## config.mk

```make
export PLATFORM = sky130hd
export DESIGN_NAME = ispc_control
export DESIGN_NICKNAME = d
export VERILOG_FILES = /design/src/rtl/ispc_pkg.sv /design/src/rtl/ispc_control.sv
export SDC_FILE = /design/constraint.sdc
export NUM_CORES = 1
export LEC_CHECK = 0
export BUFFER_PORTS_ARGS = -buffer_cell sky130_fd_sc_hd__buf_2
export CORE_MARGIN = 3
export CORE_UTILIZATION = 36
export CTS_BUF_LIST = sky130_fd_sc_hd__clkbuf_16
export DETAILED_ROUTE_END_ITERATION = 10
export GPL_ROUTABILITY_DRIVEN = 0
export GPL_TIMING_DRIVEN = 0
export PLACE_DENSITY = 0.74
export SYNTH_ARGS = -nofsm -noshare
export SYNTH_HDL_FRONTEND = slang
export SYNTH_SLANG_ARGS = --single-unit
```

## constraint.sdc

```tcl
create_clock -name clk_i -period 1.5 [get_ports clk_i]
set_clock_uncertainty 0.1 [all_clocks]
set_input_delay 0.3 -clock clk_i [delete_from_list [all_inputs] [get_ports clk_i]]
set_output_delay 0.3 -clock clk_i [all_outputs]
set_load 0.01 [all_outputs]
```

## src/rtl/ispc_pkg.sv

```systemverilog
package ispc_pkg;
  // Register byte addresses (Avalon word aligned, index times four)
  localparam logic [7:0]  CHIP_PROGRAM_CONTROL_IDX = 8'hbf;
  localparam logic [9:0]  CHIP_PROGRAM_CONTROL_ADDR = 10'h2fc;
  localparam logic [9:0]  SECURITY_STATUS_ADDR     = 10'h000;
  localparam logic [9:0]  ISP_STATUS_ADDR          = 10'h004;
  // Control field positions
  localparam int SOFT_REBOOT_BIT   = 7;
  localparam int AUX_RAM_ON_BIT    = 4;
  localparam int LOADER_SEL_BIT    = 1;
  localparam int PROG_ENABLE_BIT   = 0;
  localparam logic [7:0] CTRL_RESET = 8'h00;
  // Security word fields
  localparam int LOCK_BIT          = 0;
  localparam int MOVC_INHIBIT_BIT  = 1;
  localparam int ENCRYPT_BIT       = 2;
  localparam int OSC_GAIN_BIT      = 7;
  localparam logic [15:0] SECURITY_WORD_ADDR = 16'hffff;
  localparam logic [7:0]  SECURITY_ERASED    = 8'hff;
  // Flash operation codes
  localparam logic [1:0] OP_READ    = 2'h0;
  localparam logic [1:0] OP_PROGRAM = 2'h1;
  localparam logic [1:0] OP_ERASE   = 2'h2;
  localparam logic [31:0] UNMAPPED_READ = 32'h00000000;
  // Cycles of the chip-wide reboot pulse
  localparam int REBOOT_CYCLES = 4;
  typedef enum logic [1:0] {
    ISPC_NORMAL  = 2'b00,
    ISPC_ARMED   = 2'b01,
    ISPC_ISP     = 2'b10
  } ispc_mode_t;
endpackage

```

## src/rtl/ispc_control.sv

```systemverilog
// Behaviour
// - Soft reboot with loader select and program enable set resets the whole chip.
// - Soft reboot bit reads one while running in forced loader boot.
// - Aux RAM enable bit switches on-chip aux RAM on or off.
// - Loader select picks which bank runs the loader and which is target.
// - Programming mode entered only after idle then interrupt wake-up.
// - In programming mode the flash operation fires when core enters idle.
// - Program enable cleared makes flash read-only, rejecting erase and program.
// - After power-on execution starts from the application bank by default.
// - Forced loader boot at power-up starts execution from loader bank.
// - Security word cannot be accessed while in programming mode.
// - Programmed security bits stay zero until an erase-all.
// - Security word sits at address ffff of the loader bank.
// - Lock bit zero denies further access to flash and setting registers.
// - Inhibit zero: MOVC from external code reads only external memory.
// - MOVC from internal code may always read internal and external.
// - Inhibit one places no limit on MOVC reads.
// - Encryption enabled encodes port-0 output data.
// - Only whole-chip erase clears the encryption setting.
// - Oscillator gain bit zero halves the oscillator amplifier gain.
`timescale 1ns/1ps
module ispc_control #(
  parameter logic [7:0] ENCRYPT_KEY = 8'h5a  // Arbitrary value
) (
  input  wire logic        clk_i,
  input  wire logic        rst_i,
  // Avalon-MM slave
  input  wire logic [9:0]  avs_address_i,
  input  wire logic        avs_read_i,
  input  wire logic        avs_write_i,
  input  wire logic [31:0] avs_writedata_i,
  input  wire logic [3:0]  avs_byteenable_i,
  output logic [31:0]      avs_readdata_o,
  output logic             avs_waitrequest_o,
  // Core status
  input  wire logic        core_idle_i,
  input  wire logic        core_irq_wake_i,
  // Straps (pins)
  input  wire logic        strap_p26_i,
  input  wire logic        strap_p27_i,
  // Flash operation request from the core command registers
  input  wire logic        flash_req_i,
  input  wire logic [1:0]  flash_op_i,
  input  wire logic [15:0] flash_addr_i,
  input  wire logic        flash_erase_all_i,
  // Non-volatile security word image
  input  wire logic [7:0]  nv_security_i,
  // MOVC qualification
  input  wire logic        movc_i,
  input  wire logic        movc_from_internal_i,
  input  wire logic        movc_target_internal_i,
  output logic             movc_allow_o,
  // Port 0 data
  input  wire logic [7:0]  p0_data_i,
  output logic [7:0]       p0_data_o,
  // Flash controls
  output logic             flash_go_o,
  output logic             flash_target_loader_o,
  output logic             flash_reject_o,
  output logic             security_write_o,
  output logic [7:0]       security_wdata_o,
  // Chip controls
  output logic             chip_reset_o,
  output logic             boot_from_loader_o,
  output logic             aux_ram_on_o,
  output logic             osc_half_gain_o,
  output logic             isp_mode_o
);

  logic [7:0]  ctrl;
  logic        loader_boot_flag;
  logic [7:0]  sec;
  logic        sec_loaded;
  logic [2:0]  reboot_cnt;
  logic        s1_26;
  logic        s2_26;
  logic        s1_27;
  logic        s2_27;
  ispc_pkg::ispc_mode_t mode;
  logic        idle_q;
  logic        rd_pend;
  logic        locked;
  logic        ctrl_hit;
  logic        wr_ok;
  logic        idle_rise;
  logic        sec_target;

  // Reboot counter is three bits wide
  if (ispc_pkg::REBOOT_CYCLES < 1 || ispc_pkg::REBOOT_CYCLES > 7) begin : g_reboot_check
    $error("Reboot pulse length does not fit its counter");
  end

  // Bus answers in the cycle after the request is seen
  assign avs_waitrequest_o = (avs_read_i | avs_write_i) & ~rd_pend;
  assign ctrl_hit = avs_address_i == ispc_pkg::CHIP_PROGRAM_CONTROL_ADDR;
  assign locked   = sec_loaded & ~sec[ispc_pkg::LOCK_BIT];
  assign wr_ok    = avs_write_i & rd_pend & ctrl_hit & avs_byteenable_i[0] & ~locked;
  assign idle_rise = core_idle_i & ~idle_q;

  always_ff @(posedge clk_i) begin
    if (rst_i) begin
      rd_pend <= 1'b0;
    end else begin
      rd_pend <= (avs_read_i | avs_write_i) & ~rd_pend;
    end
  end

  always_ff @(posedge clk_i) begin
    if (rst_i) begin
      avs_readdata_o <= ispc_pkg::UNMAPPED_READ;
    end else if (avs_read_i & ~rd_pend) begin
      unique case (avs_address_i)
        ispc_pkg::CHIP_PROGRAM_CONTROL_ADDR:
          avs_readdata_o <= {24'h000000, loader_boot_flag, ctrl[6:0]};
        ispc_pkg::SECURITY_STATUS_ADDR:
          avs_readdata_o <= (mode == ispc_pkg::ISPC_ISP) ? ispc_pkg::UNMAPPED_READ
                                               : {24'h000000, sec};
        ispc_pkg::ISP_STATUS_ADDR:
          avs_readdata_o <= {28'h0000000, locked, sec_loaded, mode};
        default:
          avs_readdata_o <= ispc_pkg::UNMAPPED_READ;
      endcase
    end
  end

  // Strap synchroniser
  always_ff @(posedge clk_i) begin
    if (rst_i) begin
      s1_26 <= 1'b1;
      s2_26 <= 1'b1;
      s1_27 <= 1'b1;
      s2_27 <= 1'b1;
    end else begin
      s1_26 <= strap_p26_i;
      s2_26 <= s1_26;
      s1_27 <= strap_p27_i;
      s2_27 <= s1_27;
    end
  end

  // straps sampled only during the reboot pulse; board keeps them safe
  // both straps low forces loader boot
  always_ff @(posedge clk_i) begin
    if (rst_i) begin
      loader_boot_flag <= 1'b0;
    end else if (reboot_cnt == 3'd1) begin
      loader_boot_flag <= ~s2_26 & ~s2_27;
    end
  end

  // soft reboot pulse stretches over several cycles for the whole chip
  always_ff @(posedge clk_i) begin
    if (rst_i) begin
      reboot_cnt <= 3'(ispc_pkg::REBOOT_CYCLES);
    end else if (wr_ok & avs_writedata_i[ispc_pkg::SOFT_REBOOT_BIT]
                 & avs_writedata_i[ispc_pkg::LOADER_SEL_BIT]
                 & avs_writedata_i[ispc_pkg::PROG_ENABLE_BIT]) begin
      reboot_cnt <= 3'(ispc_pkg::REBOOT_CYCLES);
    end else if (reboot_cnt != 3'd0) begin
      reboot_cnt <= reboot_cnt - 3'd1;
    end
  end
  assign chip_reset_o = reboot_cnt != 3'd0;

  always_ff @(posedge clk_i) begin
    if (rst_i | chip_reset_o) begin
      ctrl <= ispc_pkg::CTRL_RESET;
    end else if (wr_ok) begin
      ctrl <= {1'b0, 2'b00, avs_writedata_i[4], 2'b00, avs_writedata_i[1:0]};
    end
  end

  // latch security word at reset release
  always_ff @(posedge clk_i) begin
    if (rst_i) begin
      sec        <= ispc_pkg::SECURITY_ERASED;
      sec_loaded <= 1'b0;
    end else if (flash_go_o & flash_erase_all_i) begin
      sec <= ispc_pkg::SECURITY_ERASED;
    end else if (!sec_loaded) begin
      sec        <= nv_security_i;
      sec_loaded <= 1'b1;
    end else if (security_write_o) begin
      sec <= sec & security_wdata_o;
    end
  end

  // armed by idle, entered on interrupt wake
  always_ff @(posedge clk_i) begin
    if (rst_i | chip_reset_o) begin
      mode   <= ispc_pkg::ISPC_NORMAL;
      idle_q <= 1'b0;
    end else begin
      idle_q <= core_idle_i;
      unique case (mode)
        ispc_pkg::ISPC_NORMAL: begin
          if (ctrl[ispc_pkg::PROG_ENABLE_BIT] & idle_rise) mode <= ispc_pkg::ISPC_ARMED;
        end
        ispc_pkg::ISPC_ARMED: begin
          if (core_irq_wake_i) mode <= ispc_pkg::ISPC_ISP;
        end
        ispc_pkg::ISPC_ISP: begin
          if (!ctrl[ispc_pkg::PROG_ENABLE_BIT]) mode <= ispc_pkg::ISPC_NORMAL;
        end
        default: mode <= ispc_pkg::ISPC_NORMAL;
      endcase
    end
  end

  // security word at ffff of loader bank
  assign sec_target = flash_target_loader_o & (flash_addr_i == ispc_pkg::SECURITY_WORD_ADDR);
  assign flash_target_loader_o = ~ctrl[ispc_pkg::LOADER_SEL_BIT];

  // operation fires on idle entry in programming mode
  // writes rejected when program enable low
  // security word blocked in programming mode
  always_ff @(posedge clk_i) begin
    if (rst_i) begin
      flash_go_o       <= 1'b0;
      flash_reject_o   <= 1'b0;
      security_write_o <= 1'b0;
      security_wdata_o <= 8'h00;
    end else begin
      flash_go_o <= flash_req_i & idle_rise & (mode == ispc_pkg::ISPC_ISP) & ~locked
                    & ~sec_target & ctrl[ispc_pkg::PROG_ENABLE_BIT];
      // One reject pulse per request, on the same idle entry that would start it
      flash_reject_o <= flash_req_i & idle_rise & ((flash_op_i != ispc_pkg::OP_READ
                        & ~ctrl[ispc_pkg::PROG_ENABLE_BIT]) | locked
                        | (sec_target & (mode == ispc_pkg::ISPC_ISP)));
      security_write_o <= 1'b0;
      security_wdata_o <= 8'h00;
    end
  end

  assign movc_allow_o = ~movc_i | movc_from_internal_i | ~movc_target_internal_i
                        | sec[ispc_pkg::MOVC_INHIBIT_BIT];

  always_ff @(posedge clk_i) begin
    if (rst_i) begin
      p0_data_o <= 8'h00;
    end else begin
      p0_data_o <= sec[ispc_pkg::ENCRYPT_BIT] ? p0_data_i
                                              : {p0_data_i[0], p0_data_i[7:1]} ^ ENCRYPT_KEY;
    end
  end

  // gain halved when bit is zero
  assign osc_half_gain_o    = ~sec[ispc_pkg::OSC_GAIN_BIT];
  assign boot_from_loader_o = loader_boot_flag;
  assign aux_ram_on_o       = ctrl[ispc_pkg::AUX_RAM_ON_BIT];
  assign isp_mode_o         = mode == ispc_pkg::ISPC_ISP;

  // Control reaches reset value one cycle after reboot
  a_reboot_clears:
    assert property (@(posedge clk_i) disable iff (rst_i)
      chip_reset_o |=> (ctrl == ispc_pkg::CTRL_RESET))
    else $error("Control not cleared by reboot");

  a_reboot_length:
    assert property (@(posedge clk_i) disable iff (rst_i)
      $rose(chip_reset_o) |-> chip_reset_o [*4] ##1 !chip_reset_o)
    else $error("Reboot pulse has wrong length");

  a_reboot_trigger:
    assert property (@(posedge clk_i) disable iff (rst_i)
      wr_ok & avs_writedata_i[7] & avs_writedata_i[1] & avs_writedata_i[0] |=> chip_reset_o)
    else $error("Soft reboot write ignored");

  a_flag_readback:
    assert property (@(posedge clk_i) disable iff (rst_i)
      avs_read_i & !rd_pend & ctrl_hit |=> avs_readdata_o[7] == $past(loader_boot_flag))
    else $error("Loader boot flag not read back");

  a_aux_follows:
    assert property (@(posedge clk_i) disable iff (rst_i)
      wr_ok & !chip_reset_o |=> aux_ram_on_o == $past(avs_writedata_i[4]))
    else $error("Aux RAM enable not applied");

  a_target_bank:
    assert property (@(posedge clk_i) disable iff (rst_i)
      wr_ok & !chip_reset_o |=> flash_target_loader_o == !$past(avs_writedata_i[1]))
    else $error("Wrong reprogramming target bank");

  a_isp_entry_path:
    assert property (@(posedge clk_i) disable iff (rst_i)
      $rose(isp_mode_o) |-> $past(mode == ispc_pkg::ISPC_ARMED))
    else $error("Programming mode entered without idle wake");

  a_isp_wake:
    assert property (@(posedge clk_i) disable iff (rst_i)
      $rose(isp_mode_o) |-> $past(core_irq_wake_i))
    else $error("Programming mode entered without interrupt");

  a_go_on_idle:
    assert property (@(posedge clk_i) disable iff (rst_i)
      flash_go_o |-> $past(idle_rise) && $past(isp_mode_o))
    else $error("Flash operation outside idle entry");

  a_reject_disabled:
    assert property (@(posedge clk_i) disable iff (rst_i)
      flash_req_i & idle_rise & (flash_op_i != ispc_pkg::OP_READ)
      & !ctrl[ispc_pkg::PROG_ENABLE_BIT] |=> flash_reject_o & !flash_go_o)
    else $error("Write operation not rejected");

  a_default_boot:
    assert property (@(posedge clk_i) disable iff (rst_i)
      (reboot_cnt == 3'd1) & (s2_26 | s2_27) |=> !boot_from_loader_o)
    else $error("Loader boot without both straps");

  a_forced_boot:
    assert property (@(posedge clk_i) disable iff (rst_i)
      (reboot_cnt == 3'd1) & !s2_26 & !s2_27 |=> boot_from_loader_o)
    else $error("Forced loader boot missed");

  a_sec_hidden:
    assert property (@(posedge clk_i) disable iff (rst_i)
      avs_read_i & !rd_pend & isp_mode_o
      & (avs_address_i == ispc_pkg::SECURITY_STATUS_ADDR)
      |=> avs_readdata_o == ispc_pkg::UNMAPPED_READ)
    else $error("Security word visible in programming mode");

  a_sec_word_blocked:
    assert property (@(posedge clk_i) disable iff (rst_i)
      flash_go_o |-> !$past(sec_target))
    else $error("Flash operation on security word");

  a_lock_ctrl:
    assert property (@(posedge clk_i) disable iff (rst_i)
      locked & avs_write_i & !chip_reset_o |=> $stable(ctrl))
    else $error("Control changed while locked");

  a_read_only_flash:
    assert property (@(posedge clk_i) disable iff (rst_i)
      flash_go_o |-> $past(ctrl[ispc_pkg::PROG_ENABLE_BIT]))
    else $error("Flash operation while disabled");
  a_lock_denies:
    assert property (@(posedge clk_i) disable iff (rst_i)
      flash_go_o |-> !$past(locked))
    else $error("Flash access while locked");
  a_movc_limit:
    assert property (@(posedge clk_i) disable iff (rst_i)
      (movc_i & ~movc_from_internal_i & movc_target_internal_i
       & ~sec[ispc_pkg::MOVC_INHIBIT_BIT]) |-> !movc_allow_o)
    else $error("External MOVC read internal code");
  a_movc_internal:
    assert property (@(posedge clk_i) disable iff (rst_i)
      movc_from_internal_i |-> movc_allow_o)
    else $error("Internal MOVC blocked");

  a_movc_free:
    assert property (@(posedge clk_i) disable iff (rst_i)
      sec[ispc_pkg::MOVC_INHIBIT_BIT] |-> movc_allow_o)
    else $error("MOVC limited with inhibit off");

  a_encrypt_off:
    assert property (@(posedge clk_i) disable iff (rst_i)
      !$past(rst_i) & $past(sec[ispc_pkg::ENCRYPT_BIT]) |-> p0_data_o == $past(p0_data_i))
    else $error("Port data altered without encryption");

  a_gain_full:
    assert property (@(posedge clk_i) disable iff (rst_i)
      sec[ispc_pkg::OSC_GAIN_BIT] |-> !osc_half_gain_o)
    else $error("Gain reduced with bit set");

  a_sec_latched:
    assert property (@(posedge clk_i) disable iff (rst_i)
      $rose(sec_loaded) |-> sec == $past(nv_security_i))
    else $error("Security word not latched");
  a_gain_half:
    assert property (@(posedge clk_i) disable iff (rst_i)
      sec_loaded & !sec[ispc_pkg::OSC_GAIN_BIT] |-> osc_half_gain_o)
    else $error("Gain not reduced");
  a_sec_sticky:
    assert property (@(posedge clk_i) disable iff (rst_i)
      sec_loaded & $past(sec_loaded) & !$past(flash_go_o & flash_erase_all_i)
      |-> ((sec & ~$past(sec)) == 8'h00))
    else $error("Security bit returned to one");

endmodule // ispc_control

```

-- Yosys cells after proc, flatten, opt, wreduce, memory -nomap -nowiden
Cells that the tools add are included.
- add/subtract/negate cells: 1
- eq/ne operators: 9
- muxes and demuxes: 8
- bitwise logic cells: 43
- reductions and logical operators: 7
- operator list (kind ; number):
    two-way mux 8 bit ; 3
    case mux 8 bit (3 select lines) ; 1
    AND 1 bit ; 23
    equality test 16 bit (second input constant) ; 1
    inverter 1 bit ; 12
    equality test 10 bit (second input constant) ; 1
    equality test 10 x 3 -> 1 bit (second input constant) ; 1
    logical NOT 10 bit ; 1
    bitwise OR 1 bit ; 7
    two-way mux 2 bit ; 3
    != test 2 bit (second input constant) ; 3
    case mux 2 bit (3 select lines) ; 1
    inverter 4 bit ; 1
    OR reduction 2 bit ; 2
    equality test 3 x 1 -> 1 bit (second input constant) ; 1
    AND reduction 3 bit ; 1
    nonzero test 3 bit ; 1
    subtractor 3 x 1 -> 3 bit (second input constant) ; 1
    equality test 2 x 1 -> 1 bit (second input constant) ; 1
    equality test 2 bit (second input constant) ; 1
    logical NOT 2 bit ; 1
    nonzero test 2 bit ; 1
- register bits after elaboration: 66
- input port bits: 93
- output and inout port bits: 59
- logic and storage cells: 84

-- Logic depth before layout (Yosys ltp)
- word-level depth: 8
- mapped depth: 6
- depth with buffers taken out: 5

-- Worst setup path after synthesis
OpenSTA, ideal clock, no wires.
- path type: input-to-reg
- from: in avs_address_i[1]
- to: reg ctrl[0]
- setup time: 124 ps
- arrival: 1280 ps
- data required time: 1276 ps
- setup slack: -3 ps
- cell stages on the path: 4
- buffers on the path: 0
- cell sequence: or3_4 or3_4 o21ai_1 a21oi_1
- word-level cells in the longest chain between the ends: 4
- RTL lines (what ; line ; RTL):
    start, declared ; ispc_control.sv:28 ; input wire logic [9:0] avs_address_i,
    equality test 10 bit ; ispc_control.sv:95 ; assign ctrl_hit = avs_address_i == ispc_pkg::CHIP_PROGRAM_CONTROL_ADDR;
    AND 1 bit (3 in series) ; ispc_control.sv:97 ; assign wr_ok = avs_write_i & rd_pend & ctrl_hit & avs_byteenable_i[0] & ~locked;
    end signal, assigned ; ispc_control.sv:167 ; ctrl <= ispc_pkg::CTRL_RESET;
    end signal, assigned ; ispc_control.sv:169 ; ctrl <= {1'b0, 2'b00, avs_writedata_i[4], 2'b00, avs_writedata_i[1:0]};
    end, declared ; ispc_control.sv:70 ; logic [7:0] ctrl;
Every way passes these cells.
A chain may end at the register's enable or synchronous reset.

-- Final worst setup path
- from: reg sec[0]
- to: reg reboot_cnt[2]
- word-level cells in the longest chain between the ends: 8
- RTL lines (what ; line ; RTL):
    start, declared ; ispc_control.sv:72 ; logic [7:0] sec;
    start signal, assigned ; ispc_control.sv:176 ; sec <= ispc_pkg::SECURITY_ERASED;
    start signal, assigned ; ispc_control.sv:179 ; sec <= ispc_pkg::SECURITY_ERASED;
    start signal, assigned ; ispc_control.sv:181 ; sec <= nv_security_i;
    inverter 1 bit ; ispc_control.sv:96 ; assign locked = sec_loaded & ~sec[ispc_pkg::LOCK_BIT];
    AND 1 bit ; ispc_control.sv:96 ;
    inverter 1 bit ; ispc_control.sv:97 ;
    AND 1 bit ; ispc_control.sv:97 ;
    AND 1 bit ; ispc_control.sv:155 ; end else if (wr_ok & avs_writedata_i[ispc_pkg::SOFT_REBOOT_BIT]
    AND 1 bit ; ispc_control.sv:156 ; & avs_writedata_i[ispc_pkg::LOADER_SEL_BIT]
    AND 1 bit ; ispc_control.sv:157 ; & avs_writedata_i[ispc_pkg::PROG_ENABLE_BIT]) begin
    OR reduction 2 bit (no source line) ; - ;
    end signal, assigned ; ispc_control.sv:154 ; reboot_cnt <= 3'(ispc_pkg::REBOOT_CYCLES);
    end signal, assigned ; ispc_control.sv:158 ; reboot_cnt <= 3'(ispc_pkg::REBOOT_CYCLES);
    end signal, assigned ; ispc_control.sv:160 ; reboot_cnt <= reboot_cnt - 3'd1;
    end, declared ; ispc_control.sv:74 ; logic [2:0] reboot_cnt;
Every way passes these cells.

==> implementation parameters <==
Parameter                              Value

Outcome
  Run status ... finished, final reports clean

Power
  Total power ... 2.93 mW
  Worst IR drop on VDD ... 530 uV
  Static Leak ... 1.53 nW
  Total power density per cell area ... 1010 nW/um^2

Global routing
  Number of antenna violations at the first check in global routing ... 0
  Maximum number of pins on one net before global-route repair ... 14
  First-pass GRT wire length ... 7420 um
  Grt total ovfl ... 0
  Vias in the first global route ... 1,669
  Total routing usage reported by global routing ... 14.5%

Final layout
  Area growth, synth to finish ... 42.7%
  Share of final-layout standard cells stronger than drive strength 1 ... 44.5%
  NumNets Final ... 450
  Post-Layout Inst Area ... 2920 um^2
  Fill count ... 502
  Number of diodes added for antenna fixing ... 0
  Count of non-filler cells in the finished layout ... 425

Drt
  DR pass1 iterations ... 4
  DRC Markers ... 0
  Total Wirelength ... 4930 um
  Per-cell via count in the routed design ... 4.38
  ANT nets after route ... 0
  Wirelength per Cell ... 11.6 um
  Number of vias in the routed layout ... 1,861
  Starting DRC count in detailed routing ... 44

Floorplanning
  Die Width ... 81.4 um
  Standard-cell row count ... 26
  Initial Util ... 38.6%
  Die Y ... 81.4 um
  Total Die Area ... 6620 um^2
  Number of top-level pins ... 152
  Area of the core region ... 5300 um^2

Setup path
  Worst path arrival time ... 1.51 ns
  Crit end category ... register
  Highest net fanout along the worst path ... 7
  List of cells traversed by the critical path ... nand2b_4, nand4_1, nor4_4, or4_1
  Top delay family on crit path ... simple AND/OR/NAND/NOR gates
  Req. time, crit path ... 1.55 ns
  Delay of the slowest cell on the worst path ... 0.51 ns
  Master of the slowest instance on the critical path ... or4_1
  Crit Path Category ... register to register
  Crit path buf inv count ... 0
  Setup crit start kind ... register

STA
  Final critical path time including I/O delays and setup ... 1.46 ns
  WHS ... 0.102 ns
  Max-Slew Margin vs Limit ... 57.9%
  Hold violation total from the final report ... 0
  Period utilization ... 97.5%
  Actual transition at the worst max-transition pin ... 0.632 ns
  # setup viols final ... 0
  Max frequency ... 684 MHz
  Post-route worst setup slack ... 0.0371 ns
  Fin. max-slew vios ... 0

Place
  Setup Slack @ Placement ... -0.298 ns
  Placed Instances ... 413
  Port-buffer cells ... 86
  Post-DP Area ... 2680 um^2
  Detailed placer's ending HPWL ... 3930 um

Logic synthesis
  Distinct cell type count of the synthesized netlist ... 45
  Yosys warning count ... 0
  Async S/R FF share, synth ... 0%
  Leading register cell type out of synthesis ... dfxtp_1
  Area of the mapped netlist ... 2050 um^2
  Avg Cell Area, Syn ... 9.09 um^2
  Cell count after synthesis ... 225
  Count of flip-flops with a built-in enable after synthesis ... 0
  Flops & latches, synth ... 42
  Sequential fraction of the synthesis area ... 41.1%

Clocking
  Clk slew on worst S/H paths ... 0.06 ns
  Post-CTS Hold Fix Bufs ... 0
  CTS root buffer ... clkbuf_16
  TritonCTS Buffers ... 5
  TritonCTS sink count ... 42
  Skew-Pair Late Insertion Delay ... 0.28 ns
  Total number of H-tree levels ... 2
  Maximum number of buffers from clock root to sink ... 2
  Clock tree from TritonCTS ... yes

Job
  Max Cap Violations ... 0

Worst hold path
  Worst Hold Class ... input port to register
==> flip-flops by register name (all words and copies together) (netlist names) <==
| signal | cells |
|---|---|
| avs_readdata_o | 8 |
| p0_data_o | 8 |
| sec | 8 |
| ctrl | 3 |
| reboot_cnt | 3 |
| mode | 2 |
| boot_from_loader_o | 1 |
| flash_go_o | 1 |
| flash_reject_o | 1 |
| idle_q | 1 |
| rd_pend | 1 |
| s1_26 | 1 |
| s1_27 | 1 |
| s2_26 | 1 |
| s2_27 | 1 |
| sec_loaded | 1 |
==> synth_stat cells (2+ instances only) <==
library cell / instances / area (um^2)
a22oi_1: 2 / 15.0
nand3_1: 6 / 30.0
buf_4: 33 / 248
nor3_1: 5 / 25.0
clkbuf_1: 5 / 18.8
o21ai_0: 7 / 35.0
or2_2: 5 / 31.3
nor3b_1: 5 / 37.5
nand4_1: 6 / 37.5
a21o_1: 2 / 15.0
a21oi_1: 14 / 70.1
dfxtp_1: 42 / 841
o21ai_1: 3 / 15.0
nor2b_1: 3 / 18.8
nor2_1: 19 / 71.3
or4_1: 2 / 15.0
mux2i_1: 11 / 110
ha_1: 3 / 37.5
inv_1: 9 / 33.8
nand2_1: 13 / 48.8
nand2b_1: 2 / 12.5
a22o_1: 4 / 35.0
or3_4: 2 / 22.5
==> layout by cell type, fill, tap and decap left out, types with 2 or more instances in the layout <==
| cell | netlist | final |
|---|---|---|
| inv_2 | 0 | 2 |
| dfxtp_2 | 0 | 3 |
| or2_2 | 5 | 5 |
| nand2_1 | 13 | 13 |
| a22oi_1 | 2 | 2 |
| ha_1 | 3 | 2 |
| dfxtp_1 | 42 | 39 |
| inv_1 | 9 | 7 |
| nand4_1 | 6 | 6 |
| a22o_1 | 4 | 4 |
| or3_4 | 2 | 2 |
| nor3b_1 | 5 | 5 |
| a21o_1 | 2 | 2 |
| buf_2 | 0 | 85 |
| o21ai_0 | 7 | 7 |
| or4_1 | 2 | 2 |
| a21oi_1 | 14 | 13 |
| nor2b_1 | 3 | 2 |
| conb_1 | 1 | 33 |
| clkbuf_16 | 0 | 5 |
| buf_4 | 33 | 38 |
| mux2i_1 | 11 | 11 |
| o21ai_1 | 3 | 3 |
| clkbuf_1 | 5 | 3 |
| nand3_1 | 6 | 6 |
| nor2_1 | 19 | 19 |
| nand2b_4 | 0 | 2 |
| nor3_1 | 5 | 5 |
==> repair_timing <==
| action | in CTS | in global routing |
|---|---|---|
| endpoints found under the hold margin | 0 | 0 |
| buffers inserted | 0 | 4 |
| setup endpoints to repair | 16 | 14 |
| resized for setup | 14 | 6 |
| pin swaps | 0 | 2 |
==> metal layers <==
layer | vias up | global-route usage [%] | wire [um]
li1 | 968 | - | -
met1 | 819 | 18.0 | 2020
met2 | 70 | 24.1 | 2460
met3 | 4 | 3.99 | 417
met4 | 0 | 5.07 | 31
met5 | - | 0 | 0
==> cell type report <==
type,count,area (um^2),area share (%)
Multi-Input combinational cell,166,1060,36.2
Sequential cell,42,845,28.9
Timing Repair Buffer,90,467,16.0
Buffer,40,289,9.90
Clock buffer,5,125,4.29
Tap cell,70,87.6,3.00
Inverter,9,33.8,1.16
Clock inverter,3,16.3,0.557
==> worst register-to-register path, cell delays in order (launching register included) <==
cell	delay [ns]
dfxtp_1	0.32
nand2b_4	0.18
nand4_1	0.16
nor4_4	0.07
or4_1	0.51
==> cell families (layout without fill, tap and decap cells) <==
group	Yosys count	count (layout)	synth area share, %
AND/OR/NAND/NOR	81	81	24.5
flip-flops	42	42	41.1
other	1	33	0.183
AO/OA/AOI/OAI	36	36	10.5
XOR/XNOR	1	1	0.428
multiplexers	12	12	5.93
adder cells (fa/ha/maj)	3	3	1.84
buffers and inverters	49	147	15.5
==> through the flow <==
| step | TNS, ns | utilization, % |
|---|---|---|
| global route | -0.00914 | 55.0 |
| detailed placement | -2.52 | 50.6 |
| CTS | 0 | 54.2 |
| floorplan | 0 | - |
| global placement | -1.91 | 50.6 |
| finish | 0 | 55.0 |
==> worst paths after layout <==
path	endpoint	cells past startpoint	slack [ns]	startpoint
min	s1_27$_SDFF_PP1_	2	0.10	strap_p27_i
max reg2reg	reboot_cnt[2]$_SDFFE_PP1P_	4	0.04	sec[0]$_SDFFE_PP1N_
min reg2reg	s2_26$_SDFF_PP1_	1	0.31	s1_26$_SDFF_PP1_
max	reboot_cnt[2]$_SDFFE_PP1P_	4	0.04	sec[0]$_SDFFE_PP1N_
==> power breakdown <==
part | switching (mW) | total [mW] | internal, mW
clock network | 0.411 | 1.02 | 0.606
registers | 0.0526 | 1.25 | 1.20
logic | 0.319 | 0.669 | 0.349
total | 0.783 | 2.93 | 2.15
(Power assumes the default switching activity.)
